## config.mk

```make
export PLATFORM = sky130hd
export DESIGN_NAME = typec_source_cc_thermal_shed
export DESIGN_NICKNAME = d
export VERILOG_FILES = /design/src/rtl/cc_port_pkg.sv /design/src/rtl/cmp_sync.sv /design/src/rtl/typec_source_cc_thermal_shed.sv
export SDC_FILE = /design/constraint.sdc
export NUM_CORES = 1
export LEC_CHECK = 0
export BUFFER_PORTS_ARGS = -buffer_cell sky130_fd_sc_hd__buf_2
export CORE_MARGIN = 4
export CORE_UTILIZATION = 60
export DETAILED_ROUTE_END_ITERATION = 10
export MAX_ROUTING_LAYER = met4
export PLACE_DENSITY = 0.95
export SYNTH_ARGS = -nofsm -noshare
export SYNTH_HDL_FRONTEND = slang
export SYNTH_HIERARCHICAL = 1
export SYNTH_SLANG_ARGS = --single-unit
```

## constraint.sdc

```tcl
create_clock -name pclk -period 2.9 [get_ports pclk]
set_input_delay 0.87 -clock pclk [delete_from_list [all_inputs] [get_ports pclk]]
set_output_delay 0.87 -clock pclk [all_outputs]
set_load 0.02 [all_outputs]
```

## src/rtl/cc_port_pkg.sv

```systemverilog
// constants, state codes and register map for the type-c source port control
// assumes a single 250 MHz clock; times are turned into cycle counts here
package cc_port_pkg;

    // clock period and documented times
    localparam longint unsigned CLK_PERIOD_PS = 64'd4000;
    localparam longint unsigned PROBE_TIME_NS = 64'd50000;
    localparam longint unsigned COOL_TIME_S = 64'd16;
    localparam longint unsigned OC_DEGLITCH_MS = 64'd2;

    // least times, rounded up to whole cycles
    localparam longint unsigned PROBE_CYC =
        (PROBE_TIME_NS * 64'd1000 + CLK_PERIOD_PS - 64'd1) / CLK_PERIOD_PS;
    localparam longint unsigned COOL_CYC =
        (COOL_TIME_S * 64'd1000000000000 + CLK_PERIOD_PS - 64'd1) / CLK_PERIOD_PS;
    localparam longint unsigned OC_DEGLITCH_CYC =
        (OC_DEGLITCH_MS * 64'd1000000000 + CLK_PERIOD_PS - 64'd1) / CLK_PERIOD_PS;

    // comparator bundle width into the synchroniser
    localparam int SYNC_W = 20;

    // apb register map, byte addresses
    localparam logic [11:0] CTRL_OFF = 12'h000;
    localparam logic [11:0] STATUS_OFF = 12'h004;

    // control register fields and reset value
    localparam int CTRL_PORT_EN_BIT = 0;
    localparam int CTRL_THERM_EN_BIT = 1;
    localparam int CTRL_FORCE_SHED_BIT = 2;
    localparam logic [2:0] CTRL_RESET = 3'h3;

    // port state, gray along probe -> unattached -> attached
    typedef enum logic [2:0] {
        ST_PROBE = 3'h0,
        ST_UNATT = 3'h1,
        ST_ATT = 3'h3,
        ST_ACC = 3'h2,
        ST_TYPEA = 3'h6
    } port_state_t;

endpackage

```

## src/rtl/cmp_sync.sv

```systemverilog
// two-flop synchroniser for a bundle of analog comparator results
// assumes each bit is an independent level; no bus coherence is kept
`timescale 1ns/100ps
module cmp_sync #(
    parameter int WIDTH = 1
) (
    // clock and reset
    input wire logic pclk,
    input wire logic presetn,
    // levels
    input wire logic [WIDTH-1:0] async_in,
    output logic [WIDTH-1:0] sync_out
);

    logic [WIDTH-1:0] meta;

    // first stage feeds only the second stage
    always_ff @(posedge pclk or negedge presetn) begin
        if (!presetn) begin
            meta <= '0;
            sync_out <= '0;
        end else begin
            meta <= async_in;
            sync_out <= meta;
        end
    end

endmodule

```

## src/rtl/typec_source_cc_thermal_shed.sv

```systemverilog
// type-c source port control: attach, vconn, accessories, type-a probe, shedding
// assumes comparator inputs come straight from analog; an apb master drives the bus
//
// What this block does
// - pull-ups on both cc lines; rd on either line means a sink attached
// - default advertisement is 3a through the 4.7k pull-up
// - vbus off while unattached; vbus and vconn on once a sink seen
// - vconn goes to the cc line that shows the ra pull-down
// - ra on both or rd on both: accessory, port output stays off
// - keep watching rd; on detach drop vbus, vconn, return to unattached
// - thermistor above 50 percent selects 12.7k pull-up, 1.5a advertisement
// - while shedding rd is 0.4v to 1.6v, ra below 0.4v
// - shedding disables line drop compensation; feedback adjust keeps running
// - thermistor down to 24 percent restores 3a and 4.7k
// - thermistor at 70 percent opens switch, fault low; back on at 60
// - start-up thermistor 50-70 starts in 1.5a; above 70 stays off, faulted
// - shedding also entered when die temperature exceeds 145 c
// - temperature shedding ends after 16 s continuously below 105 c
// - switch die above 165 c opens switch, cc logic runs; on below 145
// - probe first cc line 50 us, window hit selects type-a mode
// - type-a held to power cycle: no cc logic, vbus on, type-a limit
// - fault low on oc, ov, short, overtemp; only oc has 2 ms deglitch
//
// The implementer's own choices: the register addresses and the APB slave port.
`timescale 1ns/100ps
module typec_source_cc_thermal_shed
    import cc_port_pkg::*;
#(
    parameter logic [31:0] PROBE_CYCLES = 32'(PROBE_CYC),
    parameter logic [31:0] COOL_CYCLES = 32'(COOL_CYC),
    parameter logic [31:0] OC_DEGLITCH_CYCLES = 32'(OC_DEGLITCH_CYC)
) (
    // clock and reset
    input wire logic pclk,
    input wire logic presetn,
    // apb slave
    input wire logic psel,
    input wire logic penable,
    input wire logic pwrite,
    input wire logic [11:0] paddr,
    input wire logic [31:0] pwdata,
    input wire logic [3:0] pstrb,
    output logic [31:0] prdata,
    output logic pready,
    output logic pslverr,
    // cc comparators, index 0 is the first cc line
    input wire logic [1:0] cc_below_open,
    input wire logic [1:0] cc_below_ra,
    input wire logic [1:0] cc_below_1v6,
    input wire logic [1:0] cc_below_0v4,
    input wire logic cc_typea_window,
    // thermistor comparators against the aux supply
    input wire logic thermistor_sense_in_above_50,
    input wire logic thermistor_sense_in_below_24,
    input wire logic thermistor_sense_in_above_70,
    input wire logic thermistor_sense_in_below_60,
    // temperature comparators
    input wire logic die_above_145,
    input wire logic die_below_105,
    input wire logic switch_above_165,
    input wire logic switch_below_145,
    // fault sources
    input wire logic over_current,
    input wire logic over_voltage,
    input wire logic short_to_battery,
    // cc drive
    output logic [1:0] rp_enable,
    output logic rp_sel_1a5,
    output logic typea_probe_en,
    output logic [1:0] vconn_enable,
    // power path
    output logic vbus_switch_en,
    output logic typea_current_limit,
    output logic ldc_disable,
    output logic feedback_adjust_out_en,
    // open-drain fault pin
    input wire logic fault_out_n_i,
    output logic fault_out_n_o,
    output logic fault_out_n_oe
);

    // level with hysteresis: set wins over clear
    function automatic logic hyst(input logic flag, input logic set, input logic clr);
        hyst = set | (flag & ~clr);
    endfunction

    // synchronised comparator levels
    logic [SYNC_W-1:0] raw_vec;
    logic [SYNC_W-1:0] sync_vec;
    logic [1:0] s_open;
    logic [1:0] s_ra;
    logic [1:0] s_1v6;
    logic [1:0] s_0v4;
    logic s_window;
    logic s_t50;
    logic s_t24;
    logic s_t70;
    logic s_t60;
    logic s_d145;
    logic s_d105;
    logic s_w165;
    logic s_w145;
    logic s_oc;
    logic s_ov;
    logic s_stb;

    // state and flags
    port_state_t state;
    port_state_t next_state;
    logic [2:0] ctrl;
    logic typea_latched;
    logic therm_shed;
    logic temp_shed;
    logic therm_off;
    logic tsd;
    logic [31:0] probe_cnt;
    logic [31:0] cool_cnt;
    logic [31:0] oc_cnt;
    logic [31:0] status_word;

    // decode wires
    wire port_en = ctrl[CTRL_PORT_EN_BIT];
    wire therm_en = ctrl[CTRL_THERM_EN_BIT];
    wire shed = therm_shed | temp_shed | ctrl[CTRL_FORCE_SHED_BIT];
    wire probe_done = (probe_cnt == PROBE_CYCLES - 32'd1);
    wire cool_done = (cool_cnt == COOL_CYCLES);
    wire oc_fault = (oc_cnt == OC_DEGLITCH_CYCLES);
    wire [1:0] rd_norm = s_open & ~s_ra;
    wire [1:0] rd_shed = s_1v6 & ~s_0v4;
    wire [1:0] cc_rd;
    wire [1:0] cc_ra;
    wire sink_seen = |cc_rd;
    wire accessory = (&cc_rd) | (&cc_ra);
    wire [1:0] vconn_pick;
    wire power_ok = port_en & ~therm_off & ~tsd;
    wire fault_active = oc_fault | s_ov | s_stb | therm_off | tsd;

    assign raw_vec = {cc_below_open, cc_below_ra, cc_below_1v6, cc_below_0v4,
                      cc_typea_window, thermistor_sense_in_above_50,
                      thermistor_sense_in_below_24, thermistor_sense_in_above_70,
                      thermistor_sense_in_below_60, die_above_145, die_below_105,
                      switch_above_165, switch_below_145, over_current,
                      over_voltage, short_to_battery};

    cmp_sync #(
        .WIDTH(SYNC_W)
    ) u_sync (
        .pclk(pclk),
        .presetn(presetn),
        .async_in(raw_vec),
        .sync_out(sync_vec)
    );

    assign {s_open, s_ra, s_1v6, s_0v4, s_window, s_t50, s_t24, s_t70, s_t60,
            s_d145, s_d105, s_w165, s_w145, s_oc, s_ov, s_stb} = sync_vec;

    assign cc_rd = shed ? rd_shed : rd_norm;
    assign cc_ra = shed ? s_0v4 : s_ra;

    assign vconn_pick = cc_ra[1] ? 2'h2 : (cc_ra[0] ? 2'h1 : 2'h0);

    // apb handshake: zero wait, unmapped offsets answer with an error
    wire apb_access = psel & penable;
    wire hit_ctrl = (paddr == CTRL_OFF);
    wire hit_status = (paddr == STATUS_OFF);
    wire ctrl_wr = apb_access & pwrite & hit_ctrl & pstrb[0];
    assign pready = 1'b1;
    assign pslverr = apb_access & ~(hit_ctrl | hit_status);

    // status snapshot of the port's own state
    assign status_word = {16'h0000, vconn_enable, cc_ra, cc_rd, fault_out_n_i,
                          fault_active, typea_latched, tsd, therm_off,
                          temp_shed, therm_shed, state};

    // port state sequence
    always_comb begin
        next_state = state;
        case (state)
            ST_PROBE: begin
                if (probe_done) begin
                    next_state = s_window ? ST_TYPEA : ST_UNATT;
                end
            end
            ST_UNATT: begin
                if (accessory) begin
                    next_state = ST_ACC;
                end else if (sink_seen) begin
                    next_state = ST_ATT;
                end
            end
            ST_ATT: begin
                if (!sink_seen) begin
                    next_state = ST_UNATT;
                end else if (accessory) begin
                    next_state = ST_ACC;
                end
            end
            ST_ACC: begin
                if (!accessory) begin
                    next_state = ST_UNATT;
                end
            end
            ST_TYPEA: begin
                next_state = ST_TYPEA;
            end
            default: begin
                next_state = ST_PROBE;
            end
        endcase
    end

    // state and start-up probe timer
    always_ff @(posedge pclk or negedge presetn) begin
        if (!presetn) begin
            state <= ST_PROBE;
            probe_cnt <= 32'h0;
        end else begin
            state <= next_state;
            if (state == ST_PROBE && !probe_done) begin
                probe_cnt <= probe_cnt + 32'd1;
            end
        end
    end

    always_ff @(posedge pclk or negedge presetn) begin
        if (!presetn) begin
            typea_latched <= 1'b0;
        end else if (state == ST_PROBE && probe_done && s_window) begin
            typea_latched <= 1'b1;
        end
    end

    // thermistor flags; run from reset so start-up level counts
    always_ff @(posedge pclk or negedge presetn) begin
        if (!presetn) begin
            therm_shed <= 1'b0;
            therm_off <= 1'b0;
        end else begin
            // enter at 50, leave at 24, start-up too
            // a low or floating sense never sets the flag
            therm_shed <= therm_en & hyst(therm_shed, s_t50, s_t24);
            // switch off at 70, back at 60
            therm_off <= therm_en & hyst(therm_off, s_t70, s_t60);
        end
    end

    // die temperature shedding with long cool-down
    always_ff @(posedge pclk or negedge presetn) begin
        if (!presetn) begin
            temp_shed <= 1'b0;
            cool_cnt <= 32'h0;
        end else begin
            temp_shed <= hyst(temp_shed, s_d145, cool_done);
            // 16 s continuous below 105 c; any gap restarts
            if (!temp_shed || !s_d105 || s_d145) begin
                cool_cnt <= 32'h0;
            end else if (!cool_done) begin
                cool_cnt <= cool_cnt + 32'd1;
            end
        end
    end

    // switch thermal shutdown; cc logic is untouched by it
    always_ff @(posedge pclk or negedge presetn) begin
        if (!presetn) begin
            tsd <= 1'b0;
        end else begin
            // off above 165, on below 145
            tsd <= hyst(tsd, s_w165, s_w145);
        end
    end

    // over-current deglitch; saturates so a long fault stays flagged
    always_ff @(posedge pclk or negedge presetn) begin
        if (!presetn) begin
            oc_cnt <= 32'h0;
        end else if (!s_oc) begin
            oc_cnt <= 32'h0;
        end else if (!oc_fault) begin
            oc_cnt <= oc_cnt + 32'd1;
        end
    end

    // cc termination drive
    always_ff @(posedge pclk or negedge presetn) begin
        if (!presetn) begin
            rp_enable <= 2'h0;
            rp_sel_1a5 <= 1'b0;
            typea_probe_en <= 1'b0;
        end else begin
            // pull-ups on both lines outside probe and type-a
            rp_enable <= (next_state == ST_PROBE || next_state == ST_TYPEA) ? 2'h0 : 2'h3;
            rp_sel_1a5 <= shed;
            typea_probe_en <= (next_state == ST_PROBE);
        end
    end

    // power path; vconn follows attach and the port enable only
    always_ff @(posedge pclk or negedge presetn) begin
        if (!presetn) begin
            vbus_switch_en <= 1'b0;
            vconn_enable <= 2'h0;
            typea_current_limit <= 1'b0;
        end else begin
            // vbus only when attached, or type-a
            vbus_switch_en <= power_ok & (next_state == ST_ATT || next_state == ST_TYPEA);
            // vconn on attach while the port is enabled, not gated by therm_off or tsd; dropped on detach
            vconn_enable <= (port_en && next_state == ST_ATT) ? vconn_pick : 2'h0;
            typea_current_limit <= (next_state == ST_TYPEA);
        end
    end

    // compensation and feedback adjust
    always_ff @(posedge pclk or negedge presetn) begin
        if (!presetn) begin
            ldc_disable <= 1'b0;
            feedback_adjust_out_en <= 1'b0;
        end else begin
            // no line drop compensation while shedding
            ldc_disable <= shed;
            // adjust output never gated by shedding
            feedback_adjust_out_en <= 1'b1;
        end
    end

    // fault pin pulled low while any fault stands
    always_ff @(posedge pclk or negedge presetn) begin
        if (!presetn) begin
            fault_out_n_oe <= 1'b0;
        end else begin
            fault_out_n_oe <= fault_active;
        end
    end

    // open drain: only ever drives low
    assign fault_out_n_o = 1'b0;

    // control register write; software can hold the port off
    always_ff @(posedge pclk or negedge presetn) begin
        if (!presetn) begin
            ctrl <= CTRL_RESET;
        end else if (ctrl_wr) begin
            ctrl <= pwdata[2:0];
        end
    end

    // read data captured in the setup cycle, ready for the access phase
    always_ff @(posedge pclk or negedge presetn) begin
        if (!presetn) begin
            prdata <= 32'h0;
        end else if (psel && !penable) begin
            if (paddr == CTRL_OFF) begin
                prdata <= {29'h0, ctrl};
            end else if (paddr == STATUS_OFF) begin
                prdata <= status_word;
            end else begin
                prdata <= 32'h0;
            end
        end
    end

endmodule

```

==> results.py, run 1 <==
metrics = {
    "cells_and_area": {
        "final_layout_size_suffix_gt1_share_pct": 17.7,
        "multiInputGateArea_um2": 3100,
        "regArea_um2": 4310,
        "final-instance-count-excl-fill": 937,
        "final_core_util_pct": 71.1,
        "antenna_cells_inserted": 0,
        "leading_cell_type_in_the_layout_fill_and_taps_excluded": "dfrtp_1",
        "mostFrequentLayoutCells": "dfrtp_1, buf_2, nor2_1",
        "finalNetCount": 835,
        "area_growth_syn_to_layout_pct": 13.7,
        "fill_cells": 769,
    },
    "clocking": {
        "clkSlewWorstSetupHoldPaths_ns": 0.07,
        "clock_sink_count": 172,
        "cts_buffer_depth": 2,
        "clk-insertion-delay-late_ns": 0.43,
        "h-tree-depth": 4,
        "cts_root_buffer": "clkbuf_16",
        "postCtsSetupRepairBufs": 0,
        "tritoncts": "yes",
        "tritoncts.num_buffers": 17,
        "cts-hold-fix-buffers": 0,
        "post_cts_resized": 0,
    },
    "drt": {
        "viasPerCell": 5.91,
        "antenna_violating_nets_post_route": 0,
        "routed_wire_length_per_instance_um": 18.1,
        "finalWirelength_um": 16900,
        "drc": 0,
        "first_pass_iters": 4,
        "drt_iter0_drc": 437,
        "route.vias.total": 5542,
    },
    "sta": {
        "post_layout_min_period_ns": 2.58,
        "worst-slew-pin-transition_ns": 0.762,
        "final_critical_path_share_of_the_clock_period_pct": 88.9,
        "max_slew_margin_pct": 49.2,
        "finalSetupViolCount": 0,
        "setup_repair_after_global_routing_missed_its_margin": "false",
        "timing.setup.tns_ns": 0,
        "final-max-slew-violation-count": 0,
        "report.final.hold_viol_count": 0,
        "max_freq_mhz": 388,
        "final_critical_path_setup_slack_ns": 0.323,
        "finClkSkew_ns": 0.00972,
    },
    "critical_path": {
        "required_time_of_the_critical_path_ns": 2.03,
        "timing.critical_path.slowest_stage_cell": "nor4_1",
        "crit_family": "simple AND/OR/NAND/NOR gates",
        "worst_path_most_repeated_cell": "buf_2",
        "critical_path_arrival_ns": 1.71,
        "crit_path_cell_trace": "buf_2 > nor4_1 > nand3_1 > and3_1 > buf_2",
        "cpPeakStageDelay_ns": 0.27,
        "path_class": "input port to output pin",
        "critical_path_peak_fanout": 2,
        "crit_buf_inv": 2,
        "ff2ff_setup_slack_ns": 0.67,
        "critical_path.startpoint_type": "input port",
        "critPathCaptureType": "output pin",
    },
    "synthesis": {
        "synthesis.yosys.warnings": 6,
        "post_synth_instance_area_um2": 7640,
        "synth-edff-count": 0,
        "synthDistinctLibCells": 63,
        "synthFlopType": "dfrtp_1",
        "synth_seq_area_share_pct": 56.4,
        "postSynthCellCount": 680,
        "synth_seq_cells": 172,
        "async_flop_share_pct": 100,
        "postSynthAreaPerCell_um2": 11.2,
    },
    "power": {
        "share_seq_of_total_power_pct": 51.0,
        "pwr_density_cell_nw_per_um2": 555,
        "power.leakage_nw": 3.96,
        "cellInternalPower_mw": 3.63,
        "vdd_drop_max_mv": 0.550,
        "comb_power_share_pct": 3.4,
        "switching_share_pct": 24.7,
        "p_clk_share_pct": 45.6,
        "net-switching-power_mw": 1.19,
    },
    "global_routing": {
        "total_grt_usage_pct": 25.5,
        "initial_antenna_violation_count": 0,
        "grt_max_degree": 50,
        "grt_remaining_overflow": 0,
        "grt_pass1_vias": 5760,
        "grt_first_pass_wirelength_um": 28600,
    },
    "flow_run": {
        "number_of_violations_of_the_max_capacitance_limit": 0,
    },
    "die": {
        "pin_count": 120,
        "initial_utilization_pct": 62.5,
        "rows": 40,
        "die_height_um": 121,
        "die_x_um": 121,
        "coreArea_um2": 12200,
        "die_area_um2": 14600,
    },
    "outcome": {
        "run_status": "complete, no violations",
    },
    "placement": {
        "place_worst_setup_slack_ns": 0.318,
        "place_inst": 905,
        "finalWeightedCongestion": 0.849,
        "dpl.hpwl_um": 11100,
        "io_buffer_count": 69,
    },
    "worst_hold_path": {
        "hold_class": "flop to flop",
    },
}
-- area by class of cell --
type | instances | area share, %
Timing Repair Buffer | 77 | 4.89
Sequential cell | 172 | 49.6
Clock inverter | 15 | 1.70
Multi-Input combinational cell | 470 | 35.7
Tap cell | 168 | 2.42
Clock buffer | 17 | 4.90
Inverter | 18 | 0.778
-- worst reg2reg max path, cell delays in order, from the launching register on --
cell,delay [ns]
dfrtp_1,0.44
nor4_1,0.44
nand4_1,0.21
nor4_4,0.49
nand2_1,0.13
o22ai_1,0.26
or2_1,0.19
-- registers in the layout, indices dropped and copies added, names as in the netlist, 2 cells and up --
name	count
cool_cnt	32
oc_cnt	32
probe_cnt	32
u_sync/meta	20
u_sync/sync_out	20
prdata	16
ctrl	3
state	3
vconn_enable	2
-- synthesized netlist by cell type (all sizes together), types with 3 or more instances --
cell type | number | area [um^2]
and2 | 27 | 169
and4 | 6 | 55.1
ha | 5 | 62.6
a21boi | 4 | 30.0
mux2 | 4 | 45.0
o31ai | 4 | 30.0
inv | 18 | 67.6
or3 | 13 | 81.3
dfrtp | 170 | 4250
a22o | 10 | 87.6
nor4 | 18 | 164
nor3b | 4 | 35.0
nand2b | 5 | 31.3
clkbuf | 14 | 55.1
mux2i | 7 | 70.1
nand4 | 32 | 243
xor2 | 32 | 280
o21ai | 16 | 80.1
and3 | 15 | 93.8
a21o | 3 | 22.5
nor3 | 17 | 118
xnor2 | 50 | 438
nand2 | 43 | 164
nor4b | 9 | 78.8
nand3 | 35 | 188
a21oi | 10 | 50.1
nor2b | 8 | 50.1
buf | 23 | 171
o22ai | 3 | 18.8
nor2 | 55 | 214
-- worst paths after layout --
check,start,endpoint,cells after the start
worst max-delay path,paddr[1],pslverr,5
worst min-delay path,u_sync/meta[0],u_sync/sync_out[0],0
worst max register to register,probe_cnt[28],rp_enable[0],6
worst min register to register,u_sync/meta[0],u_sync/sync_out[0],0
max in group asynchronous,presetn,oc_cnt[31],2
min in group asynchronous,presetn,oc_cnt[10],1
-- through the flow --
step                hold WS (ns)  cell area [um^2]  total power [mW]
floorplan                  0.331              7700              2.58
global placement           0.333              8110              2.66
detailed placement         0.335              8110              2.67
CTS                        0.351              8680              4.85
global route               0.354              8680              4.99
finish                     0.351              8680              4.82
-- power groups by stage --
stage | sequential, mW | clock, mW | combinational, mW
2_1_floorplan | 2.49 | 0 | 0.0892
3_3_place_gp | 2.50 | 0 | 0.156
3_5_place_dp | 2.50 | 0 | 0.165
4_1_cts | 2.46 | 2.22 | 0.166
5_1_grt | 2.46 | 2.35 | 0.184
6_report | 2.46 | 2.20 | 0.165
-- cells by family after synthesis --
| group | count (synthesis) | share of synthesized area, % |
|---|---|---|
| multiplexers | 11 | 1.51 |
| adder cells (fa/ha/maj) | 5 | 0.819 |
| AO/OA/AOI/OAI | 57 | 4.90 |
| AND/OR/NAND/NOR | 296 | 23.0 |
| flip-flops | 172 | 56.4 |
| other | 2 | 0.0983 |
| buffers and inverters | 55 | 3.85 |
| XOR/XNOR | 82 | 9.40 |
-- metal layers --
layer / global-route usage (%) / vias to the layer above / wire length (um) / share of wire, %
li1: - / 2487 / - / -
met1: 29.1 / 2808 / 6600 / 39
met2: 44.0 / 205 / 9040 / 53
met3: 5.29 / 42 / 872 / 5.2
met4: 10.3 / 0 / 414 / 2.4
met5: - / - / 0 / 0
No activity file was read; power rests on OpenSTA's default activity.
==> run 2: changes to the inputs <==
--- a/config.mk
+++ b/config.mk
@@ -7,10 +7,10 @@
 export LEC_CHECK = 0
 export BUFFER_PORTS_ARGS = -buffer_cell sky130_fd_sc_hd__buf_2
 export CORE_MARGIN = 4
-export CORE_UTILIZATION = 60
+export CORE_UTILIZATION = 45
 export DETAILED_ROUTE_END_ITERATION = 10
 export MAX_ROUTING_LAYER = met4
-export PLACE_DENSITY = 0.95
+export PLACE_DENSITY = 0.77
 export SYNTH_ARGS = -nofsm -noshare
 export SYNTH_HDL_FRONTEND = slang
 export SYNTH_HIERARCHICAL = 1
==> run 2 against run 1 <==
Net effect:
- clock power shrank 5%
- critical endpoint unchanged
- sequential cell count is the same
- via count shrank 7.0%
- non-clock buffer count shrank 1
- largest power group unchanged
- worst setup slack lost 0.021 ns
- hold slack lost 0.0043 ns
- wire length shrank 13%
- sequential power is essentially flat
==> results.py, run 2 (synthesized netlist as in run 1, its figures left out) <==
metrics = {
    "outcome": {
        "run_status": "complete, no violations",
    },
    "sta": {
        "finalSetupViolCount": 0,
        "max_slew_margin_pct": 46.7,
        "report.final.hold_viol_count": 0,
        "timing.setup.tns_ns": 0,
        "final-max-slew-violation-count": 0,
        "post_layout_min_period_ns": 2.60,
        "setup_repair_after_global_routing_missed_its_margin": "false",
        "final_critical_path_share_of_the_clock_period_pct": 89.6,
        "finClkSkew_ns": 0.00895,
        "max_freq_mhz": 385,
        "whs_ns": 0.346,
        "worst-slew-pin-transition_ns": 0.800,
    },
    "critical_path": {
        "crit_buf_inv": 2,
        "timing.critical_path.from": "paddr[5]",
        "critical_path_arrival_ns": 1.73,
        "critical_path_peak_fanout": 2,
        "crit_family": "simple AND/OR/NAND/NOR gates",
        "worst_path_most_repeated_cell": "buf_2",
        "rr_startpoint": "temp_shed",
        "timing.critical_path.slowest_stage_cell": "nor4_1",
        "critical_path.startpoint_type": "input port",
        "cpPeakStageDelay_ns": 0.27,
        "path_class": "input port to output pin",
        "critPathCaptureType": "output pin",
        "crit_path_cell_trace": "buf_2 > nor4_1 > nand3_1 > and3_1 > buf_2",
        "required_time_of_the_critical_path_ns": 2.03,
    },
    "global_routing": {
        "total_grt_usage_pct": 16.2,
        "grt_remaining_overflow": 0,
        "initial_antenna_violation_count": 0,
        "grtUsageMet3_pct": 3.76,
        "grt_util_met1_pct": 20.4,
        "grt_first_pass_wirelength_um": 25000,
        "grt.met2_usage_pct": 26.4,
        "gr-max-usage-layer": "met2",
        "grt_max_degree": 55,
        "grt_pass1_vias": 5183,
    },
    "cells_and_area": {
        "reg.largest.list": "cool_cnt x32, oc_cnt x32, probe_cnt x32",
        "leading_cell_type_in_the_layout_fill_and_taps_excluded": "dfrtp_1",
        "final_layout_size_suffix_gt1_share_pct": 17.6,
        "final_core_util_pct": 52.6,
        "area_growth_syn_to_layout_pct": 14.3,
        "finalNetCount": 834,
        "final-instance-count-excl-fill": 988,
        "antenna_cells_inserted": 0,
        "mostFrequentLayoutCells": "dfrtp_1, buf_2, nor2_1",
    },
    "placement": {
        "place_inst": 956,
        "dpl.hpwl_um": 9940,
        "io_buffer_count": 69,
        "finalWeightedCongestion": 0.856,
    },
    "drt": {
        "antenna_violating_nets_post_route": 0,
        "first_pass_iters": 4,
        "viasPerCell": 5.22,
        "routed_wire_length_per_instance_um": 14.8,
        "drt_iter0_drc": 345,
        "route.vias.total": 5156,
        "drc": 0,
        "finalWirelength_um": 14600,
    },
    "clocking": {
        "tritoncts.num_buffers": 17,
        "postCtsSetupRepairBufs": 0,
        "clkSlewWorstSetupHoldPaths_ns": 0.06,
        "clock_sink_count": 172,
        "cts_buffer_depth": 2,
        "cts-hold-fix-buffers": 0,
        "post_cts_resized": 0,
        "h-tree-depth": 4,
        "tritoncts": "yes",
        "clk-insertion-delay-late_ns": 0.43,
        "cts_root_buffer": "clkbuf_16",
    },
    "die": {
        "initial_utilization_pct": 46.1,
        "pin_count": 120,
        "coreArea_um2": 16600,
        "die_x_um": 138,
        "die_height_um": 138,
        "die_area_um2": 19100,
        "rows": 47,
    },
    "power": {
        "vdd_drop_max_mv": 0.476,
        "power.leakage_nw": 3.94,
        "pwr_density_cell_nw_per_um2": 540,
    },
    "worst_hold_path": {
        "hold_class": "flop to flop",
        "min-delay-start": "u_sync/meta[9]",
    },
    "flow_run": {
        "number_of_violations_of_the_max_capacitance_limit": 0,
    },
}
run 2: cell types whose count changed in the layout (fill, tap and decap cells not counted), sizes merged:
| cell | previous run | this run |
|---|---|---|
| buf | 77 | 76 |
| clkbuf | 17 | 18 |
| clkinv | 3 | 5 |
| clkinvlp | 2 | 3 |
| inv | 28 | 24 |
run 2: worst paths after layout:
| path | end | slack, ns | cells after the start |
|---|---|---|---|
| worst max-delay path | pslverr | 0.30 | 5 |
| worst min-delay path | u_sync/sync_out[9] | 0.35 | 0 |
| worst max register to register | rp_enable[0] | 0.67 | 7 |
| worst min register to register | u_sync/sync_out[9] | 0.35 | 0 |
| max in group asynchronous | ctrl[0] | 1.84 | 2 |
| min in group asynchronous | oc_cnt[2] | 0.37 | 1 |
run 2: power by group:
part	internal, mW	switching [mW]	total (mW)
Sequential	2.43	0.0228	2.46
Combinational	0.0514	0.110	0.162
Clock	1.13	0.966	2.10
run 2: final cells by class:
| type | count | area, um^2 |
|---|---|---|
| inverter | 18 | 67.6 |
| multi-input combinational | 470 | 3100 |
| tap | 220 | 275 |
| clock inverter | 14 | 110 |
| timing repair buffer | 76 | 429 |
| sequential | 172 | 4310 |
| fill | 1453 | 7860 |
| clock buffer | 18 | 439 |
run 2: routing by layer:
layer	wire (um)	up-vias
li1	-	2479
met1	6620	2569
met2	7360	84
met3	445	24
met4	225	0
met5	0	-
run 2: metrics by stage:
step | power, mW | setup slack (ns) | instance area [um^2]
floorplan | 2.58 | 0.404 | 7700
global placement | 2.66 | 0.346 | 8180
detailed placement | 2.67 | 0.300 | 8180
CTS | 4.76 | 0.295 | 8730
global route | 4.90 | 0.225 | 8730
finish | 4.72 | 0.302 | 8730
run 2: worst register-to-register path, stage by stage, from the launching register on:
cell	delay, ns
dfrtp_1	0.47
nor3_4	0.42
inv_2	0.15
nand3_1	0.10
o31ai_1	0.10
a221oi_1	0.45
o22ai_1	0.17
or2_1	0.24
==> run 3: changes to the inputs <==
--- a/config.mk
+++ b/config.mk
@@ -11,6 +11,8 @@
 export DETAILED_ROUTE_END_ITERATION = 10
 export MAX_ROUTING_LAYER = met4
 export PLACE_DENSITY = 0.77
+export RECOVER_POWER = 100
+export REMOVE_ABC_BUFFERS = 1
 export SYNTH_ARGS = -nofsm -noshare
 export SYNTH_HDL_FRONTEND = slang
 export SYNTH_HIERARCHICAL = 1
==> run 3 against run 2 <==
Net effect:
- the run now ends with capacitance limit, slew limit left
- clock skew rose by 0.0038 ns
- sequential share of layout area up 0.54 points
- non-clock buffer count up 1
- largest power group unchanged
- cell area is 1.1% lower
==> results.py, run 3 (synthesized netlist as in run 1, its figures left out) <==
metrics = {
    "sta": {
        "final_critical_path_share_of_the_clock_period_pct": 90.0,
        "final_critical_path_setup_slack_ns": 0.291,
        "final-max-slew-violation-count": 61,
        "timing.setup.tns_ns": 0,
        "max_freq_mhz": 383,
        "setup_repair_after_global_routing_missed_its_margin": "false",
        "worst-slew-pin-transition_ns": 1.58,
        "post_layout_min_period_ns": 2.61,
        "report.final.hold_viol_count": 0,
        "max_slew_margin_pct": -5.31,
        "finClkSkew_ns": 0.0127,
        "finalSetupViolCount": 0,
    },
    "die": {
        "rows": 47,
        "die_x_um": 138,
        "die_area_um2": 19100,
        "pin_count": 120,
        "die_height_um": 138,
        "coreArea_um2": 16600,
        "initial_utilization_pct": 46.1,
    },
    "drt": {
        "route.vias.total": 5095,
        "finalWirelength_um": 14400,
        "routed_wire_length_per_instance_um": 14.5,
        "first_pass_iters": 4,
        "antenna_violating_nets_post_route": 0,
        "viasPerCell": 5.15,
        "drc": 0,
        "drt_iter0_drc": 438,
    },
    "clocking": {
        "tritoncts.num_buffers": 17,
        "postCtsSetupRepairBufs": 0,
        "cts_root_buffer": "clkbuf_16",
        "cts_buffer_depth": 2,
        "h-tree-depth": 4,
        "clock_sink_count": 172,
        "cts-hold-fix-buffers": 0,
        "clkSlewWorstSetupHoldPaths_ns": 0.06,
        "tritoncts": "yes",
        "clk-insertion-delay-late_ns": 0.42,
        "post_cts_resized": 0,
    },
    "critical_path": {
        "cpPeakStageDelay_ns": 0.27,
        "path_class": "input port to output pin",
        "critPathCaptureType": "output pin",
        "critical_path_arrival_ns": 1.74,
        "timing.critical_path.slowest_stage_cell": "nor4_1",
        "crit_path_cell_trace": "buf_2 > nor4_1 > nand3_1 > and3_1 > clkbuf_1",
        "crit_buf_inv": 2,
        "required_time_of_the_critical_path_ns": 2.03,
        "critical_path_peak_fanout": 2,
        "critical_path.startpoint_type": "input port",
        "crit_family": "simple AND/OR/NAND/NOR gates",
    },
    "global_routing": {
        "total_grt_usage_pct": 15.9,
        "grt_first_pass_wirelength_um": 24800,
        "grt_pass1_vias": 5023,
        "grt_remaining_overflow": 0,
        "grt_max_degree": 63,
        "initial_antenna_violation_count": 0,
    },
    "cells_and_area": {
        "reg.largest.list": "cool_cnt x32, oc_cnt x32, probe_cnt x32",
        "finalNetCount": 835,
        "final_layout_size_suffix_gt1_share_pct": 11.6,
        "leading_cell_type_in_the_layout_fill_and_taps_excluded": "dfrtp_1",
        "fill_cells": 1502,
        "antenna_cells_inserted": 0,
        "mostFrequentLayoutCells": "dfrtp_1, nor2_1, xnor2_1",
        "final_core_util_pct": 52.1,
        "multiInputGateArea_um2": 3000,
        "area_growth_syn_to_layout_pct": 13.1,
        "regArea_um2": 4310,
    },
    "power": {
        "vdd_drop_max_mv": 0.569,
        "pwr_density_cell_nw_per_um2": 571,
        "power.leakage_nw": 3.76,
    },
    "placement": {
        "io_buffer_count": 69,
        "place_worst_setup_slack_ns": 0.305,
        "dpl.hpwl_um": 9950,
        "finalWeightedCongestion": 0.810,
    },
    "outcome": {
        "failed_checks": "capacitance limit, slew limit",
        "run_status": "complete, but fails checks",
    },
    "flow_run": {
        "number_of_violations_of_the_max_capacitance_limit": 1,
    },
    "worst_hold_path": {
        "hold_class": "flop to flop",
    },
}
[run 3: routing by layer]
metal  up-vias  wire length (um)  GRT usage [%]
met4         0               203           3.80
met5         -                 0              -
met3        15               470           4.21
li1       2482                 -              -
met2        66              6940           23.9
met1      2532              6750           21.9
[run 3: area by class of cell]
class                   instances  area share [%]
clock buffers                  18            4.97
clock inverters                14            2.06
inverters                      18           0.782
multi-input cells             470            34.8
flip-flops and latches        172            49.9
well taps                     220            3.19
repair buffers                 77            4.35
[run 3: power breakdown]
part / total (mW) / switching (mW) / internal [mW]
sequential: 2.46 / 0.0231 / 2.43
combinational: 0.158 / 0.109 / 0.0486
clock: 2.31 / 1.00 / 1.31
total: 4.93 / 1.14 / 3.79
[run 3: stage by stage]
stage               hold slack, ns  area [um^2]  std cells  total power [mW]
finish                       0.340         8630        989              4.93
global route                 0.342         8630        989              5.11
CTS                          0.343         8790        989              4.99
detailed placement           0.335         8190        957              2.67
global placement             0.332         8190        957              2.66
floorplan                    0.331         7470        660              2.56
[run 3: path summary, 6_finish.rpt]
| check | from | to | slack [ns] | cells after the start |
|---|---|---|---|---|
| min reg2reg | u_sync/meta[2] | u_sync/sync_out[2] | 0.34 | 0 |
| min | u_sync/meta[2] | u_sync/sync_out[2] | 0.34 | 0 |
| max | paddr[5] | pslverr | 0.29 | 5 |
| max reg2reg | state[0] | probe_cnt[30] | 0.33 | 6 |
| min in group asynchronous | presetn | fault_out_n_oe | 0.84 | 1 |
| max in group asynchronous | presetn | u_sync/meta[2] | 0.54 | 2 |
